### config.mk
export PLATFORM = sky130hd
export DESIGN_NAME = acsc_top
export DESIGN_NICKNAME = d
export VERILOG_FILES = /design/src/common/acsc_pkg.sv /design/src/rtl/acsc_top.sv
export SDC_FILE = /design/constraint.sdc
export NUM_CORES = 1
export LEC_CHECK = 0
export ABC_AREA = 1
export BUFFER_PORTS_ARGS = -buffer_cell sky130_fd_sc_hd__buf_4
export CORE_MARGIN = 2
export CORE_UTILIZATION = 25
export DETAILED_ROUTE_END_ITERATION = 8
export PLACE_DENSITY = 0.51
export SYNTH_ARGS = -nofsm -noshare
export SYNTH_HDL_FRONTEND = slang
export SYNTH_SLANG_ARGS = --single-unit
### constraint.sdc
create_clock -name SYS_CLK -period 4.45 [get_ports SYS_CLK]
set_input_delay 0 -clock SYS_CLK [delete_from_list [all_inputs] [get_ports SYS_CLK]]
set_output_delay 0 -clock SYS_CLK [all_outputs]
set_load 0.02 [all_outputs]
### src/common/acsc_pkg.sv
// Constants, register map and types of the converter sequence controller.
// Assumes one 50 MHz system clock; the conversion clock is an enable pulse from a divider.
// Operation
// RQ1: Pulse-sample select set: a trigger starts the sampling timer.
// RQ2: Sample window stays high for the programmed interval after the trigger is synchronised.
// RQ3: Sample-time fields count in units of four conversion-clock cycles.
// RQ4: Entries 0 to 7 use the low bank, entries 8 to 15 the high bank.
// RQ5: Sixteen result slots, each with its own control entry.
// RQ6: Entry holds reference select, input channel and end-of-sequence bit.
// RQ7: Sequence pointer wraps from slot 15 to slot 0 without end-of-sequence.
// RQ8: Start slot picks the first entry, or the only one in single modes.
// RQ9: Hidden pointer advances after each conversion until an end-of-sequence entry.
// RQ10: Writing a result sets that slot's result flag.
// RQ11: Mode 00 single, 01 sequence, 10 repeat single, 11 repeat sequence.
// RQ12: Software convert retriggers single mode; other triggers need an enable toggle.
// RQ13: Sequence-once stops after end-of-sequence; pin triggers need an enable toggle.
// RQ14: Repeat single converts continuously into the same slot.
// RQ15: Repeat sequence ends each pass at end-of-sequence, restarts on next trigger.
// RQ16: Multi-sample-convert: first edge starts, later conversions follow back to back.
// RQ17: Multi-sample-convert ignores edges until sequence ends or enable toggles.
// RQ18: Without end-of-sequence, clearing enable does not stop a sequence mode.
// RQ19: Channel 1010 selects temperature sensor and powers the reference generator.
// RQ20: Eighteen sources; each needs its own enable and the global enable.
// RQ21: Result overrun when a slot is rewritten before being read.
// RQ22: Conversion-time overrun when a request arrives during a conversion.
// RQ23: Conversion starts on sample window fall and takes thirteen cycles.
// RQ24: No conversion without enable; most control bits locked while enabled.
// RQ25: Reading a result slot clears its flag; software may clear flags.
// RQ26: Vector access clears overrun or time overrun when it is highest pending.
// RQ27: Per-slot unread marker set on write, cleared on read.
package acsc_pkg;
  localparam int SYS_CLK_HZ = 50_000_000;
  localparam int CONV_CLK_HZ = 12_500_000;
  localparam int CONV_DIV = SYS_CLK_HZ / CONV_CLK_HZ;
  localparam int DIV_W = 2;
  localparam int CONV_CYCLES = 13;
  localparam int SHT_UNIT = 4;
  localparam int SLOTS = 16;
  localparam int RES_W = 12;

  localparam logic [7:0] OFF_CTRL = 8'h00;
  localparam logic [7:0] OFF_FLAGS = 8'h04;
  localparam logic [7:0] OFF_IRQEN = 8'h08;
  localparam logic [7:0] OFF_VECTOR = 8'h0C;
  localparam logic [1:0] OFF_ENTRY_SEG = 2'h1;
  localparam logic [1:0] OFF_RESULT_SEG = 2'h2;

  localparam int CTRL_EN_BIT = 0;
  localparam int CTRL_SC_BIT = 1;
  localparam int CTRL_MSC_BIT = 2;
  localparam int CTRL_SHP_BIT = 3;
  localparam int CTRL_SHT_LO_LSB = 4;
  localparam int CTRL_SHT_HI_LSB = 8;
  localparam int CTRL_MODE_LSB = 12;
  localparam int CTRL_START_LSB = 16;
  localparam int CTRL_GIE_BIT = 20;
  localparam int ENT_CH_LSB = 0;
  localparam int ENT_REF_LSB = 4;
  localparam int ENT_EOS_BIT = 7;
  localparam int SRC_OV_BIT = 16;
  localparam int SRC_TOV_BIT = 17;

  localparam logic [3:0] TEMP_CHANNEL = 4'hA;
  localparam logic [5:0] VEC_NONE = 6'h00;
  localparam logic [5:0] VEC_OV = 6'h02;
  localparam logic [5:0] VEC_TOV = 6'h04;
  localparam logic [5:0] VEC_FLAG_BASE = 6'h06;

  typedef enum logic [1:0] {ST_IDLE, ST_WAIT, ST_SAMPLE, ST_CONV} acsc_state_t;
endpackage

### src/rtl/acsc_top.sv
// Converter sequence controller: AHB-Lite register slave, sampling timer,
// slot sequencing and interrupt source prioritisation.
// Assumes the converter core presents CORE_RESULT by the last conversion tick
// and that HREADY is wired back from HREADYOUT.
module acsc_top (
  input wire logic SYS_CLK,
  input wire logic RST,
  input wire logic HSEL,
  input wire logic [31:0] HADDR,
  input wire logic [1:0] HTRANS,
  input wire logic HWRITE,
  input wire logic [2:0] HSIZE,
  input wire logic [31:0] HWDATA,
  input wire logic HREADY,
  output logic [31:0] HRDATA,
  output logic HREADYOUT,
  output logic HRESP,
  input wire logic SAMPLE_HOLD_INPUT,
  input wire logic [11:0] CORE_RESULT,
  output logic SAMPLE_WINDOW,
  output logic CONVERSION_CLOCK_EN,
  output logic [3:0] INPUT_CHANNEL_SELECT,
  output logic [2:0] REFERENCE_SELECT,
  output logic REF_GEN_POWER,
  output logic BUSY,
  output logic IRQ
);
  // Conversion clock enable.
  logic [acsc_pkg::DIV_W-1:0] div_r;
  logic conv_tick_r;
  wire div_wrap = (div_r == acsc_pkg::DIV_W'(acsc_pkg::CONV_DIV - 1));
  always_ff @(posedge SYS_CLK)
  begin
    if (RST)
    begin
      div_r <= '0;
      conv_tick_r <= 1'b0;
    end
    else
    begin
      div_r <= div_wrap ? '0 : div_r + acsc_pkg::DIV_W'(1);
      conv_tick_r <= div_wrap;
    end
  end

  // Trigger synchroniser; only the second stage is read by logic.
  logic shi_s1_r, shi_s2_r, trig_prev_r;
  logic sc_r;
  wire trig_level = shi_s2_r | sc_r;
  wire trig_rise = trig_level & ~trig_prev_r;
  always_ff @(posedge SYS_CLK)
  begin
    if (RST)
    begin
      shi_s1_r <= 1'b0;
      shi_s2_r <= 1'b0;
      trig_prev_r <= 1'b0;
    end
    else
    begin
      shi_s1_r <= SAMPLE_HOLD_INPUT;
      shi_s2_r <= shi_s1_r;
      trig_prev_r <= trig_level;
    end
  end

  // Bus slave: writes complete with no wait, reads take one wait state so
  // that HRDATA can come from a flip-flop.
  logic rd_pend_r, wr_pend_r, hready_r;
  logic [7:0] addr_r;
  logic [31:0] hrdata_r;
  wire addr_take = HSEL & HTRANS[1] & HREADY;
  wire hit_ctrl = (addr_r == acsc_pkg::OFF_CTRL);
  wire hit_flags = (addr_r == acsc_pkg::OFF_FLAGS);
  wire hit_irqen = (addr_r == acsc_pkg::OFF_IRQEN);
  wire hit_vec = (addr_r == acsc_pkg::OFF_VECTOR);
  wire hit_entry = (addr_r[7:6] == acsc_pkg::OFF_ENTRY_SEG) && (addr_r[1:0] == 2'h0);
  wire hit_result = (addr_r[7:6] == acsc_pkg::OFF_RESULT_SEG) && (addr_r[1:0] == 2'h0);
  wire [3:0] slot_idx = addr_r[5:2];
  wire wr_ctrl = wr_pend_r & hit_ctrl;

  // Control and configuration state.
  logic en_r, msc_r, shp_r, gie_r, armed_r;
  logic [3:0] sht_lo_r, sht_hi_r, start_r;
  logic [1:0] mode_r;
  logic [7:0] entry_r [acsc_pkg::SLOTS];
  logic [acsc_pkg::RES_W-1:0] result_r [acsc_pkg::SLOTS];
  logic [15:0] flags_r, unread_r;
  logic [17:0] ien_r;
  logic ov_r, tov_r;
  wire en_rise = wr_ctrl & HWDATA[acsc_pkg::CTRL_EN_BIT] & ~en_r;

  // Sequencer state.
  acsc_pkg::acsc_state_t state_r, state_nxt;
  logic [3:0] ptr_r, ptr_nxt;
  logic [6:0] samp_cnt_r;
  logic [3:0] conv_cnt_r;
  logic msc_lock_r;

  wire [7:0] cur_entry = entry_r[ptr_r];
  wire cur_eos = cur_entry[acsc_pkg::ENT_EOS_BIT];
  wire pass_end = ~mode_r[0] | cur_eos; // [RQ11]
  // A sequence pass with no end marker keeps going even with enable cleared.
  wire go_on = (mode_r[0] & ~cur_eos) | (mode_r[1] & en_r & pass_end); // [RQ18] [RQ14] [RQ15]
  wire start_ok = en_r & trig_rise & (armed_r | sc_r); // [RQ24] [RQ13]
  wire conv_done = (state_r == acsc_pkg::ST_CONV) & conv_tick_r
                   & (conv_cnt_r == 4'(acsc_pkg::CONV_CYCLES - 1)); // [RQ23]
  wire samp_end = shp_r ? (conv_tick_r & (samp_cnt_r == 7'h01)) : ~trig_level; // [RQ1]
  wire [3:0] sht_sel = ptr_nxt[3] ? sht_hi_r : sht_lo_r; // [RQ4]
  wire [6:0] samp_len = 7'(acsc_pkg::SHT_UNIT) * ({3'h0, sht_sel} + 7'h01); // [RQ3]
  wire start_sample = (state_nxt == acsc_pkg::ST_SAMPLE) && (state_r != acsc_pkg::ST_SAMPLE);
  wire start_conv = (state_nxt == acsc_pkg::ST_CONV) && (state_r != acsc_pkg::ST_CONV);
  wire run_stop = conv_done & ~go_on;
  wire busy_now = (state_r == acsc_pkg::ST_SAMPLE) || (state_r == acsc_pkg::ST_CONV);

  always_comb
  begin
    state_nxt = state_r;
    ptr_nxt = ptr_r;
    case (state_r)
      acsc_pkg::ST_IDLE:
      begin
        // Idle keeps the start entry on the core-facing outputs.
        ptr_nxt = start_r; // [RQ8]
        if (start_ok)
          state_nxt = acsc_pkg::ST_SAMPLE;
      end
      acsc_pkg::ST_WAIT:
      begin
        if (~en_r & ~mode_r[0])
          state_nxt = acsc_pkg::ST_IDLE;
        else if (trig_rise)
          state_nxt = acsc_pkg::ST_SAMPLE;
      end
      acsc_pkg::ST_SAMPLE:
      begin
        if (samp_end)
          state_nxt = acsc_pkg::ST_CONV; // [RQ23]
      end
      acsc_pkg::ST_CONV:
      begin
        if (conv_done)
        begin
          // The 4-bit increment wraps 15 to 0 on its own.
          ptr_nxt = pass_end ? start_r : ptr_r + 4'h1; // [RQ9] [RQ7]
          if (~go_on)
            state_nxt = acsc_pkg::ST_IDLE;
          else if (msc_lock_r)
            state_nxt = acsc_pkg::ST_SAMPLE; // [RQ16]
          else
            state_nxt = acsc_pkg::ST_WAIT;
        end
      end
      default: state_nxt = acsc_pkg::ST_IDLE;
    endcase
  end

  always_ff @(posedge SYS_CLK)
  begin
    if (RST)
    begin
      state_r <= acsc_pkg::ST_IDLE;
      ptr_r <= 4'h0;
      samp_cnt_r <= 7'h00;
      conv_cnt_r <= 4'h0;
      msc_lock_r <= 1'b0;
    end
    else
    begin
      state_r <= state_nxt;
      ptr_r <= ptr_nxt;
      if (start_sample)
        samp_cnt_r <= samp_len; // [RQ2]
      else if ((state_r == acsc_pkg::ST_SAMPLE) && conv_tick_r)
        samp_cnt_r <= samp_cnt_r - 7'h01;
      if (start_conv)
        conv_cnt_r <= 4'h0;
      else if ((state_r == acsc_pkg::ST_CONV) && conv_tick_r)
        conv_cnt_r <= conv_cnt_r + 4'h1;
      if (run_stop)
        msc_lock_r <= 1'b0;
      else if ((state_r == acsc_pkg::ST_IDLE) && start_ok)
        msc_lock_r <= msc_r & (mode_r != 2'h0) & shp_r; // [RQ16] [RQ17]
    end
  end

  // Result slots, flags, unread markers and overrun conditions.
  wire res_we = conv_done;
  wire [15:0] set_mask = res_we ? (16'h0001 << ptr_r) : 16'h0000; // [RQ10]
  wire [15:0] rd_clr_mask = (rd_pend_r & hit_result) ? (16'h0001 << slot_idx) : 16'h0000;
  wire ov_set = res_we & unread_r[ptr_r]; // [RQ21]
  wire tov_set = trig_rise & busy_now & ~msc_lock_r; // [RQ22] [RQ17]
  wire [17:0] pend = {tov_r, ov_r, flags_r} & ien_r;
  wire vec_access = (rd_pend_r | wr_pend_r) & hit_vec;
  wire ov_clr = vec_access & pend[acsc_pkg::SRC_OV_BIT]; // [RQ26]
  wire tov_clr = vec_access & ~pend[acsc_pkg::SRC_OV_BIT] & pend[acsc_pkg::SRC_TOV_BIT]; // [RQ26]
  wire [15:0] flags_nxt = ((wr_pend_r & hit_flags) ? HWDATA[15:0] : (flags_r & ~rd_clr_mask))
                          | set_mask; // [RQ25]

  function automatic logic [5:0] vec_of(input logic [17:0] p);
    logic [5:0] v;
    v = acsc_pkg::VEC_NONE;
    for (int i = 15; i >= 0; i--)
      if (p[i])
        v = acsc_pkg::VEC_FLAG_BASE + 6'(2 * i);
    if (p[acsc_pkg::SRC_TOV_BIT])
      v = acsc_pkg::VEC_TOV;
    if (p[acsc_pkg::SRC_OV_BIT])
      v = acsc_pkg::VEC_OV;
    return v;
  endfunction

  always_ff @(posedge SYS_CLK)
  begin
    if (RST)
    begin
      flags_r <= 16'h0000;
      unread_r <= 16'h0000;
      ov_r <= 1'b0;
      tov_r <= 1'b0;
    end
    else
    begin
      flags_r <= flags_nxt;
      unread_r <= (unread_r & ~rd_clr_mask) | set_mask; // [RQ27]
      ov_r <= (ov_r & ~ov_clr) | ov_set;
      tov_r <= (tov_r & ~tov_clr) | tov_set;
    end
  end

  // Result storage has no reset, like the slot contents it models.
  always_ff @(posedge SYS_CLK)
  begin
    if (res_we)
      result_r[ptr_r] <= CORE_RESULT; // [RQ5] [RQ14]
  end

  // Configuration registers; timing and slot setup are locked while enabled.
  genvar g;
  generate
    for (g = 0; g < acsc_pkg::SLOTS; g++)
    begin : g_entry
      always_ff @(posedge SYS_CLK)
      begin
        if (RST)
          entry_r[g] <= 8'h00;
        else if (wr_pend_r & hit_entry & (slot_idx == 4'(g)) & ~en_r)
          entry_r[g] <= HWDATA[7:0]; // [RQ6] [RQ24]
      end
    end
  endgenerate

  always_ff @(posedge SYS_CLK)
  begin
    if (RST)
    begin
      en_r <= 1'b0;
      sc_r <= 1'b0;
      msc_r <= 1'b0;
      shp_r <= 1'b0;
      sht_lo_r <= 4'h0;
      sht_hi_r <= 4'h0;
      mode_r <= 2'h0;
      start_r <= 4'h0;
      gie_r <= 1'b0;
      ien_r <= 18'h00000;
      armed_r <= 1'b0;
    end
    else
    begin
      if (start_sample)
        sc_r <= 1'b0;
      if (run_stop)
        armed_r <= 1'b0; // [RQ12] [RQ13]
      if (en_rise)
        armed_r <= 1'b1;
      if (wr_ctrl)
      begin
        en_r <= HWDATA[acsc_pkg::CTRL_EN_BIT];
        sc_r <= HWDATA[acsc_pkg::CTRL_SC_BIT];
        mode_r <= HWDATA[acsc_pkg::CTRL_MODE_LSB +: 2];
        gie_r <= HWDATA[acsc_pkg::CTRL_GIE_BIT];
        if (~en_r)
        begin
          msc_r <= HWDATA[acsc_pkg::CTRL_MSC_BIT]; // [RQ24]
          shp_r <= HWDATA[acsc_pkg::CTRL_SHP_BIT];
          sht_lo_r <= HWDATA[acsc_pkg::CTRL_SHT_LO_LSB +: 4];
          sht_hi_r <= HWDATA[acsc_pkg::CTRL_SHT_HI_LSB +: 4];
          start_r <= HWDATA[acsc_pkg::CTRL_START_LSB +: 4];
        end
      end
      if (wr_pend_r & hit_irqen)
        ien_r <= HWDATA[17:0];
    end
  end

  wire [31:0] ctrl_rd = {10'h000, busy_now, gie_r, start_r, 2'h0, mode_r, sht_hi_r,
                         sht_lo_r, shp_r, msc_r, sc_r, en_r};
  wire [31:0] rdata = hit_ctrl ? ctrl_rd :
                      hit_flags ? {14'h0000, tov_r, ov_r, flags_r} :
                      hit_irqen ? {14'h0000, ien_r} :
                      hit_vec ? {26'h0000000, vec_of(pend)} :
                      hit_entry ? {24'h000000, entry_r[slot_idx]} :
                      hit_result ? {20'h00000, result_r[slot_idx]} : 32'h00000000;

  always_ff @(posedge SYS_CLK)
  begin
    if (RST)
    begin
      rd_pend_r <= 1'b0;
      wr_pend_r <= 1'b0;
      addr_r <= 8'h00;
      hready_r <= 1'b1;
      hrdata_r <= 32'h00000000;
    end
    else
    begin
      rd_pend_r <= addr_take & ~HWRITE;
      wr_pend_r <= addr_take & HWRITE;
      if (addr_take)
        addr_r <= HADDR[7:0];
      hready_r <= ~(addr_take & ~HWRITE);
      if (rd_pend_r)
        hrdata_r <= rdata;
    end
  end

  // Core-facing and interrupt outputs, all registered.
  logic samp_win_r, busy_r, ref_pwr_r, irq_r;
  logic [3:0] chan_r;
  logic [2:0] ref_r;
  wire [7:0] nxt_entry = entry_r[ptr_nxt];
  always_ff @(posedge SYS_CLK)
  begin
    if (RST)
    begin
      samp_win_r <= 1'b0;
      busy_r <= 1'b0;
      chan_r <= 4'h0;
      ref_r <= 3'h0;
      ref_pwr_r <= 1'b0;
      irq_r <= 1'b0;
    end
    else
    begin
      samp_win_r <= (state_nxt == acsc_pkg::ST_SAMPLE);
      busy_r <= (state_nxt != acsc_pkg::ST_IDLE);
      chan_r <= nxt_entry[acsc_pkg::ENT_CH_LSB +: 4];
      ref_r <= nxt_entry[acsc_pkg::ENT_REF_LSB +: 3];
      ref_pwr_r <= (nxt_entry[acsc_pkg::ENT_CH_LSB +: 4] == acsc_pkg::TEMP_CHANNEL); // [RQ19]
      irq_r <= gie_r & (|pend); // [RQ20]
    end
  end

  assign HRDATA = hrdata_r;
  assign HREADYOUT = hready_r;
  assign HRESP = 1'b0;
  assign SAMPLE_WINDOW = samp_win_r;
  assign CONVERSION_CLOCK_EN = conv_tick_r;
  assign INPUT_CHANNEL_SELECT = chan_r;
  assign REFERENCE_SELECT = ref_r;
  assign REF_GEN_POWER = ref_pwr_r;
  assign BUSY = busy_r;
  assign IRQ = irq_r;

  // Checks, with helper counters that only the checks read.
  logic [6:0] h_samp_ticks, h_samp_exp;
  always_ff @(posedge SYS_CLK)
  begin
    if (RST | start_sample)
      h_samp_ticks <= 7'h00;
    else if ((state_r == acsc_pkg::ST_SAMPLE) && conv_tick_r)
      h_samp_ticks <= h_samp_ticks + 7'h01;
    if (RST)
      h_samp_exp <= 7'h00;
    else if (start_sample)
      h_samp_exp <= samp_len;
  end
endmodule

Word-level counts from Yosys, hierarchy flattened
Memory sizes are Yosys's and may differ from the RTL's. A register that Yosys moved wholly into a read port is not among the register bits.
Cells that the tools add are included.
{ "totals": {"out_inout_bits": 46, "regBits": 150, "n_memories": 2, "input_bits": 87, "ram_bits": 320} }
{ "op_classes": {"magnitude_cmp": 1, "eq_ne": 31, "bitwise": 107, "n_addsub": 5, "n_shift": 2, "n_reduce_logical": 23, "muxes": 121} }
{ "memory_table": {"columns": ["memory", "depth", "word_bits", "read_ports", "rd_ports_with_merged_regs", "wr", "line", "text"], "rows": [
  ["result_r", 16, 12, 1, 1, 1, "acsc_top.sv:87", "logic [acsc_pkg::RES_W-1:0] result_r [acsc_pkg::SLOTS];"],
  ["entry_r", 16, 8, 3, 2, 16, "acsc_top.sv:86", "logic [7:0] entry_r [acsc_pkg::SLOTS];"]
]} }
{ "ops": {"columns": ["operator", "count"], "rows": [
  ["$mux 8", 16],
  ["$mux 6", 18],
  ["$and 1x1->1", 66],
  ["$mux 1", 58],
  ["$mux 16", 3],
  ["$eq 4x4->1 const B", 10],
  ["$mux 12", 3],
  ["$mux 18", 2],
  ["$and 16x16->16", 2],
  ["$mux 4", 8],
  ["$or 16x16->16", 2],
  ["$shl 1x4->16 const A", 2],
  ["$or 1x1->1", 23],
  ["$mux 22", 1],
  ["$and 18x18->18", 1],
  ["$reduce_or 18->1", 1],
  ["$eq 4x3->1 const B", 4],
  ["$eq 8x4->1 const B", 2],
  ["$not 16->16", 1],
  ["$mux 2", 7],
  ["$mux 7", 2],
  ["$eq 2x2->1 const B", 6],
  ["$not 1->1", 12],
  ["$reduce_bool 2->1", 5],
  ["21 further kinds", 35]
]} }

Depth between registers and ports, before layout
{ "depth": {"word_depth": 23, "mapped_depth": 25} }

Worst setup path before layout
Ideal clock, no wire load.
{ "synth_path": {"path_kind": "register to register", "start": "register state_r[0]", "end": "memory result_r[3][0] (netlist bit), enable pin", "path_stages_with_launch": 8, "setup_slack_ps": 1842, "arrival_ps": 2212, "period_less_slack_ps": 2608, "t_required_ps": 4054, "setup_ps": 396, "path_cell_list": "dfxtp_1 ha_1 nand2_1 nor2_2 nand3_2 inv_2 nand2_1 nor3_1"} }
{ "synth_between": {"elab_chain_len": 5} }
{ "synth_lines": {"columns": ["item", "line", "text"], "rows": [
  ["from (decl)", "acsc_top.sv:94", "acsc_pkg::acsc_state_t state_r, state_nxt;"],
  ["from (signal assigned)", "acsc_top.sv:162", "state_r <= acsc_pkg::ST_IDLE;"],
  ["from (signal assigned)", "acsc_top.sv:170", "state_r <= state_nxt;"],
  ["$eq 2x2->1", "acsc_top.sv:106", "wire conv_done = (state_r == acsc_pkg::ST_CONV) & conv_tick_r"],
  ["$and 1x1->1", "acsc_top.sv:106", null],
  ["$and 1x1->1", "acsc_top.sv:107", "& (conv_cnt_r == 4'(acsc_pkg::CONV_CYCLES - 1));"],
  ["$mux 1", "acsc_top.sv:234", "if (res_we)"],
  ["$mux 1 (not written as such)", "acsc_top.sv:235", "result_r[ptr_r] <= CORE_RESULT;"],
  ["to (decl)", "acsc_top.sv:87", null]
]} }
Every way passes these cells.

Worst setup path after layout
{ "layout_path": {"start": "register state_r[0]", "end": "register ref_r[1] (netlist: REFERENCE_SELECT[1])"} }
{ "layout_between": {"elab_chain_len": 6, "word_cells_on_any_way": 7} }
{ "layout_lines": {"columns": ["item", "line", "text"], "rows": [
  ["$eq 2x2->1", "acsc_top.sv:106, acsc_top.sv:120", null],
  ["$and 1x1->1", "acsc_top.sv:106", null],
  ["$and 1x1->1", "acsc_top.sv:107", null],
  ["$mux 4", "acsc_top.sv:142", "if (conv_done)"],
  ["$pmux 4 s2 *", "acsc_top.sv:120", "case (state_r)"],
  ["$mem_v2 16x8 *", null, null],
  ["to (signal assigned)", "acsc_top.sv:349", "ref_r <= nxt_entry[acsc_pkg::ENT_REF_LSB +: 3];"],
  ["to (decl)", "acsc_top.sv:331", "logic [2:0] ref_r;"]
]} }
Mark *: on every way between the ends. The rest lies on a longest branch, timed or not.
A chain may end at the register's enable or synchronous reset.

==> impl_metrics.py <==
metrics = {
    "placement": {
        "portBuffers": 82,
        "hpwl_mm": 47.7,
        "dp_cells": 3515,
        "place_worst_setup_slack_ps": 943,
        "dpl_cell_area_um2": 23400,
        "gp_congestion": 0.884,
    },
    "cells_and_area": {
        "final_common_cell": "nor2_1",
        "design_area_um2": 25400,
        "drive_above_1_share_pct": 10.2,
        "final_nets": 2569,
        "area_growth_pct": 18.4,
        "fillCellCount": 8936,
        "stdcell_count": 3649,
        "layout_common_cells": "417 x nor2_1, 368 x nand2_1, 320 x edfxtp_1",
    },
    "critical_path": {
        "crit_top_cell": "nand2_1",
        "crit_fanout": 13,
        "critPathMaxStageDelay_ps": 450,
        "arrival_ps": 4150,
        "startpoint_type": "register",
        "crit_path_end_kind": "register",
        "path_buf_inv": 2,
        "path_delay_family": "simple AND/OR/NAND/NOR gates",
        "critPathKind": "register to register",
        "required_ps": 4960,
        "rrSetupSlack_ps": 820,
        "slowest_stage": "nand2_1",
        "crit_chain": "ha_1 > nand2_1 > nor2_2 > nand3_2 > inv_2 > nand3_1 > nand2_1 > nand2_2 > nand2_1 > nand2_1 > buf_4 > nor2_1 > o21ai_0 > nand3_1 > nand3_1 > a21oi_1",
    },
    "power_and_ir_drop": {
        "p_sw_share_pct": 35.2,
        "p_switching_mw": 4.38,
        "p_seq_share_pct": 38.8,
        "pwr-share-clk_pct": 32.5,
        "ir_drop_uv": 348,
        "p_leak_nw": 9.36,
        "p_per_area_nw_per_um2": 490,
        "pwr-share-comb_pct": 28.6,
        "internal-power_mw": 8.06,
    },
    "yosys": {
        "ys_ff_latch": 464,
        "ys_warn_count": 0,
        "seq_area_frac_synth_pct": 58.3,
        "avgSynthCellArea_um2": 9.06,
        "synth_cell_types": 53,
        "synthCells": 2364,
        "synth-edff-count": 320,
        "synthesis.area_um2": 21400,
        "synth-async-reset-ratio_pct": 0,
        "yosys_most_used_dff": "edfxtp_1",
    },
    "floorplan": {
        "std_cell_rows": 107,
        "num_io_pins": 133,
        "dieWidth_um": 297,
        "core_area_um2": 85000,
        "start_util_pct": 25.2,
        "die_y_um": 297,
        "dieArea_um2": 88000,
    },
    "global_route": {
        "grt_pass1_vias": 16711,
        "grt_overflow_total": 0,
        "grt_pass1_wl_mm": 107,
        "grt_start_max_net_pins": 94,
        "antenna_found_initial": 1,
        "grt_usage_pct": 16.3,
    },
    "drt": {
        "drc": 0,
        "drtIter0Drc": 1485,
        "wirelength_mm": 72.4,
        "viasPerCell": 4.80,
        "final_antenna_net_count": 0,
        "wl_per_cell_um": 19.8,
        "drt_first_pass_iters": 5,
        "num_vias": 17520,
    },
    "sta": {
        "hold_viol": 0,
        "min_period_over_period_pct": 81.6,
        "fin_ws_ps": 818,
        "max_freq_ghz": 0.275,
        "maxSlewHeadroom_pct": 15.7,
        "worst-slew-pin-transition_ps": 1250,
        "skew_ps": 32.3,
        "holdWs_ps": 149,
        "min_period_ps": 3630,
        "setup_violations": 0,
        "setup_tns_ps": 0,
        "rsz0062_at_grt": "false",
        "finalMaxSlewViolations": 0,
    },
    "clocking": {
        "cts_max_level": 2,
        "post_cts_resized": 0,
        "clkLatencyLatePin_ps": 610,
        "cts_tree": "built",
        "clkTransAtPathRegs_ps": 60,
        "numClockSinks": 464,
        "ctsRootBufferMaster": "clkbuf_16",
        "cts_buffers": 49,
        "clock_path_buffers": 3,
    },
    "run_status": {
        "outcome": "finished clean",
    },
    "flow_run": {
        "drv_cap": 0,
    },
    "hold_path": {
        "hold_path.class": "input pin to register",
    },
}
metal layers:
layer | share of wire [%] | wire (um) | GRT usage (%) | vias to the layer above
met5 | 0 | 0 | 0 | -
met4 | 4.4 | 3190 | 7.30 | 0
li1 | - | - | - | 8376
met3 | 6.3 | 4540 | 2.59 | 138
met2 | 45 | 32700 | 26.0 | 618
met1 | 44 | 32000 | 21.7 | 8388
synth_stat cells, drive strengths merged (17+ instances only):
cell    instances  area, um^2
inv           150         566
a211oi         29         218
edfxtp        320        9610
nand2         375        1430
nand3         166         846
o211ai         24         180
buf            44         283
a21oi         123         631
o22ai          34         213
nor3           18        90.1
nor2          426        1610
o221ai         34         298
o21ai         273        1380
a31oi          18         113
ha             17         213
dfxtp         144        2880
clkbuf        103         387
worst register-to-register path: stages, from the launching register on:
cell	delay, ps
dfxtp_1	420
ha_1	370
nand2_1	180
nor2_2	140
nand3_2	200
inv_2	250
nand3_1	100
nand2_1	80
nand2_2	70
nand2_1	80
nand2_1	450
buf_4	400
nor2_1	100
o21ai_0	100
nand3_1	130
nand3_1	250
a21oi_1	250
registers in the layout (all words and copies together) (netlist names), 7 cells and up, named ones only:
register	flops
unread_r	16
HRDATA	22
entry_r	128
result_r	192
flags_r	16
samp_cnt_r	7
addr_r	8
ien_r	18
power groups by stage:
stage	registers, mW	logic (mW)	clock network, mW
6_report	4.83	3.56	4.04
3_5_place_dp	4.92	3.48	0
2_1_floorplan	4.92	2.31	0
4_1_cts	4.83	3.52	4.11
3_3_place_gp	4.92	3.47	0
5_1_grt	4.84	3.88	4.26
cell type report:
type,instances,area [um^2],area share (%)
antenna,1,2.50,0.00987
clock buffer,69,1350,5.33
clock inverter,21,203,0.799
inverter,161,609,2.40
multi-input combinational,1602,7710,30.4
sequential,464,12500,49.3
tap,1144,1430,5.64
timing repair buffer,187,1550,6.11
metrics by stage:
step           power [mW]  util, %
3_3_place_gp         8.40     27.5
5_1_grt              13.0     29.8
3_5_place_dp         8.40     27.5
4_1_cts              12.5     29.8
6_report             12.4     29.8
2_1_floorplan        7.23        -
worst paths after layout:
kind | start | end | cells past startpoint
setup / recovery | state_r[0]$_SDFF_PP0_ | REFERENCE_SELECT[1]$_SDFF_PP0_ | 16
hold / removal | HWRITE | rd_pend_r$_SDFF_PP0_ | 3
setup reg to reg | state_r[0]$_SDFF_PP0_ | REFERENCE_SELECT[1]$_SDFF_PP0_ | 16
hold reg to reg | shi_s1_r$_SDFF_PP0_ | shi_s2_r$_SDFF_PP0_ | 2
logic make-up (layout without fill, tap and decap cells):
| group | Yosys count | in the layout | synth area share [%] |
|---|---|---|---|
| AOI/OAI and AO/OA | 562 | 562 | 15.2 |
| buffers and inverters | 308 | 438 | 5.96 |
| xor gates and xnor gates | 6 | 6 | 0.245 |
| and+or+nand+nor | 1006 | 1006 | 19.2 |
| DFF | 464 | 464 | 58.3 |
| other | 1 | 12 | 0.0175 |
| adders and majority gates | 17 | 17 | 0.993 |
what timing repair did:
item	in CTS	in global routing
hold endpoints to repair	246	0
buffers inserted	0	0
hold buffers	43	0
endpoints found under the setup margin	0	0
Note: power is estimated with default switching activity, not from simulation.
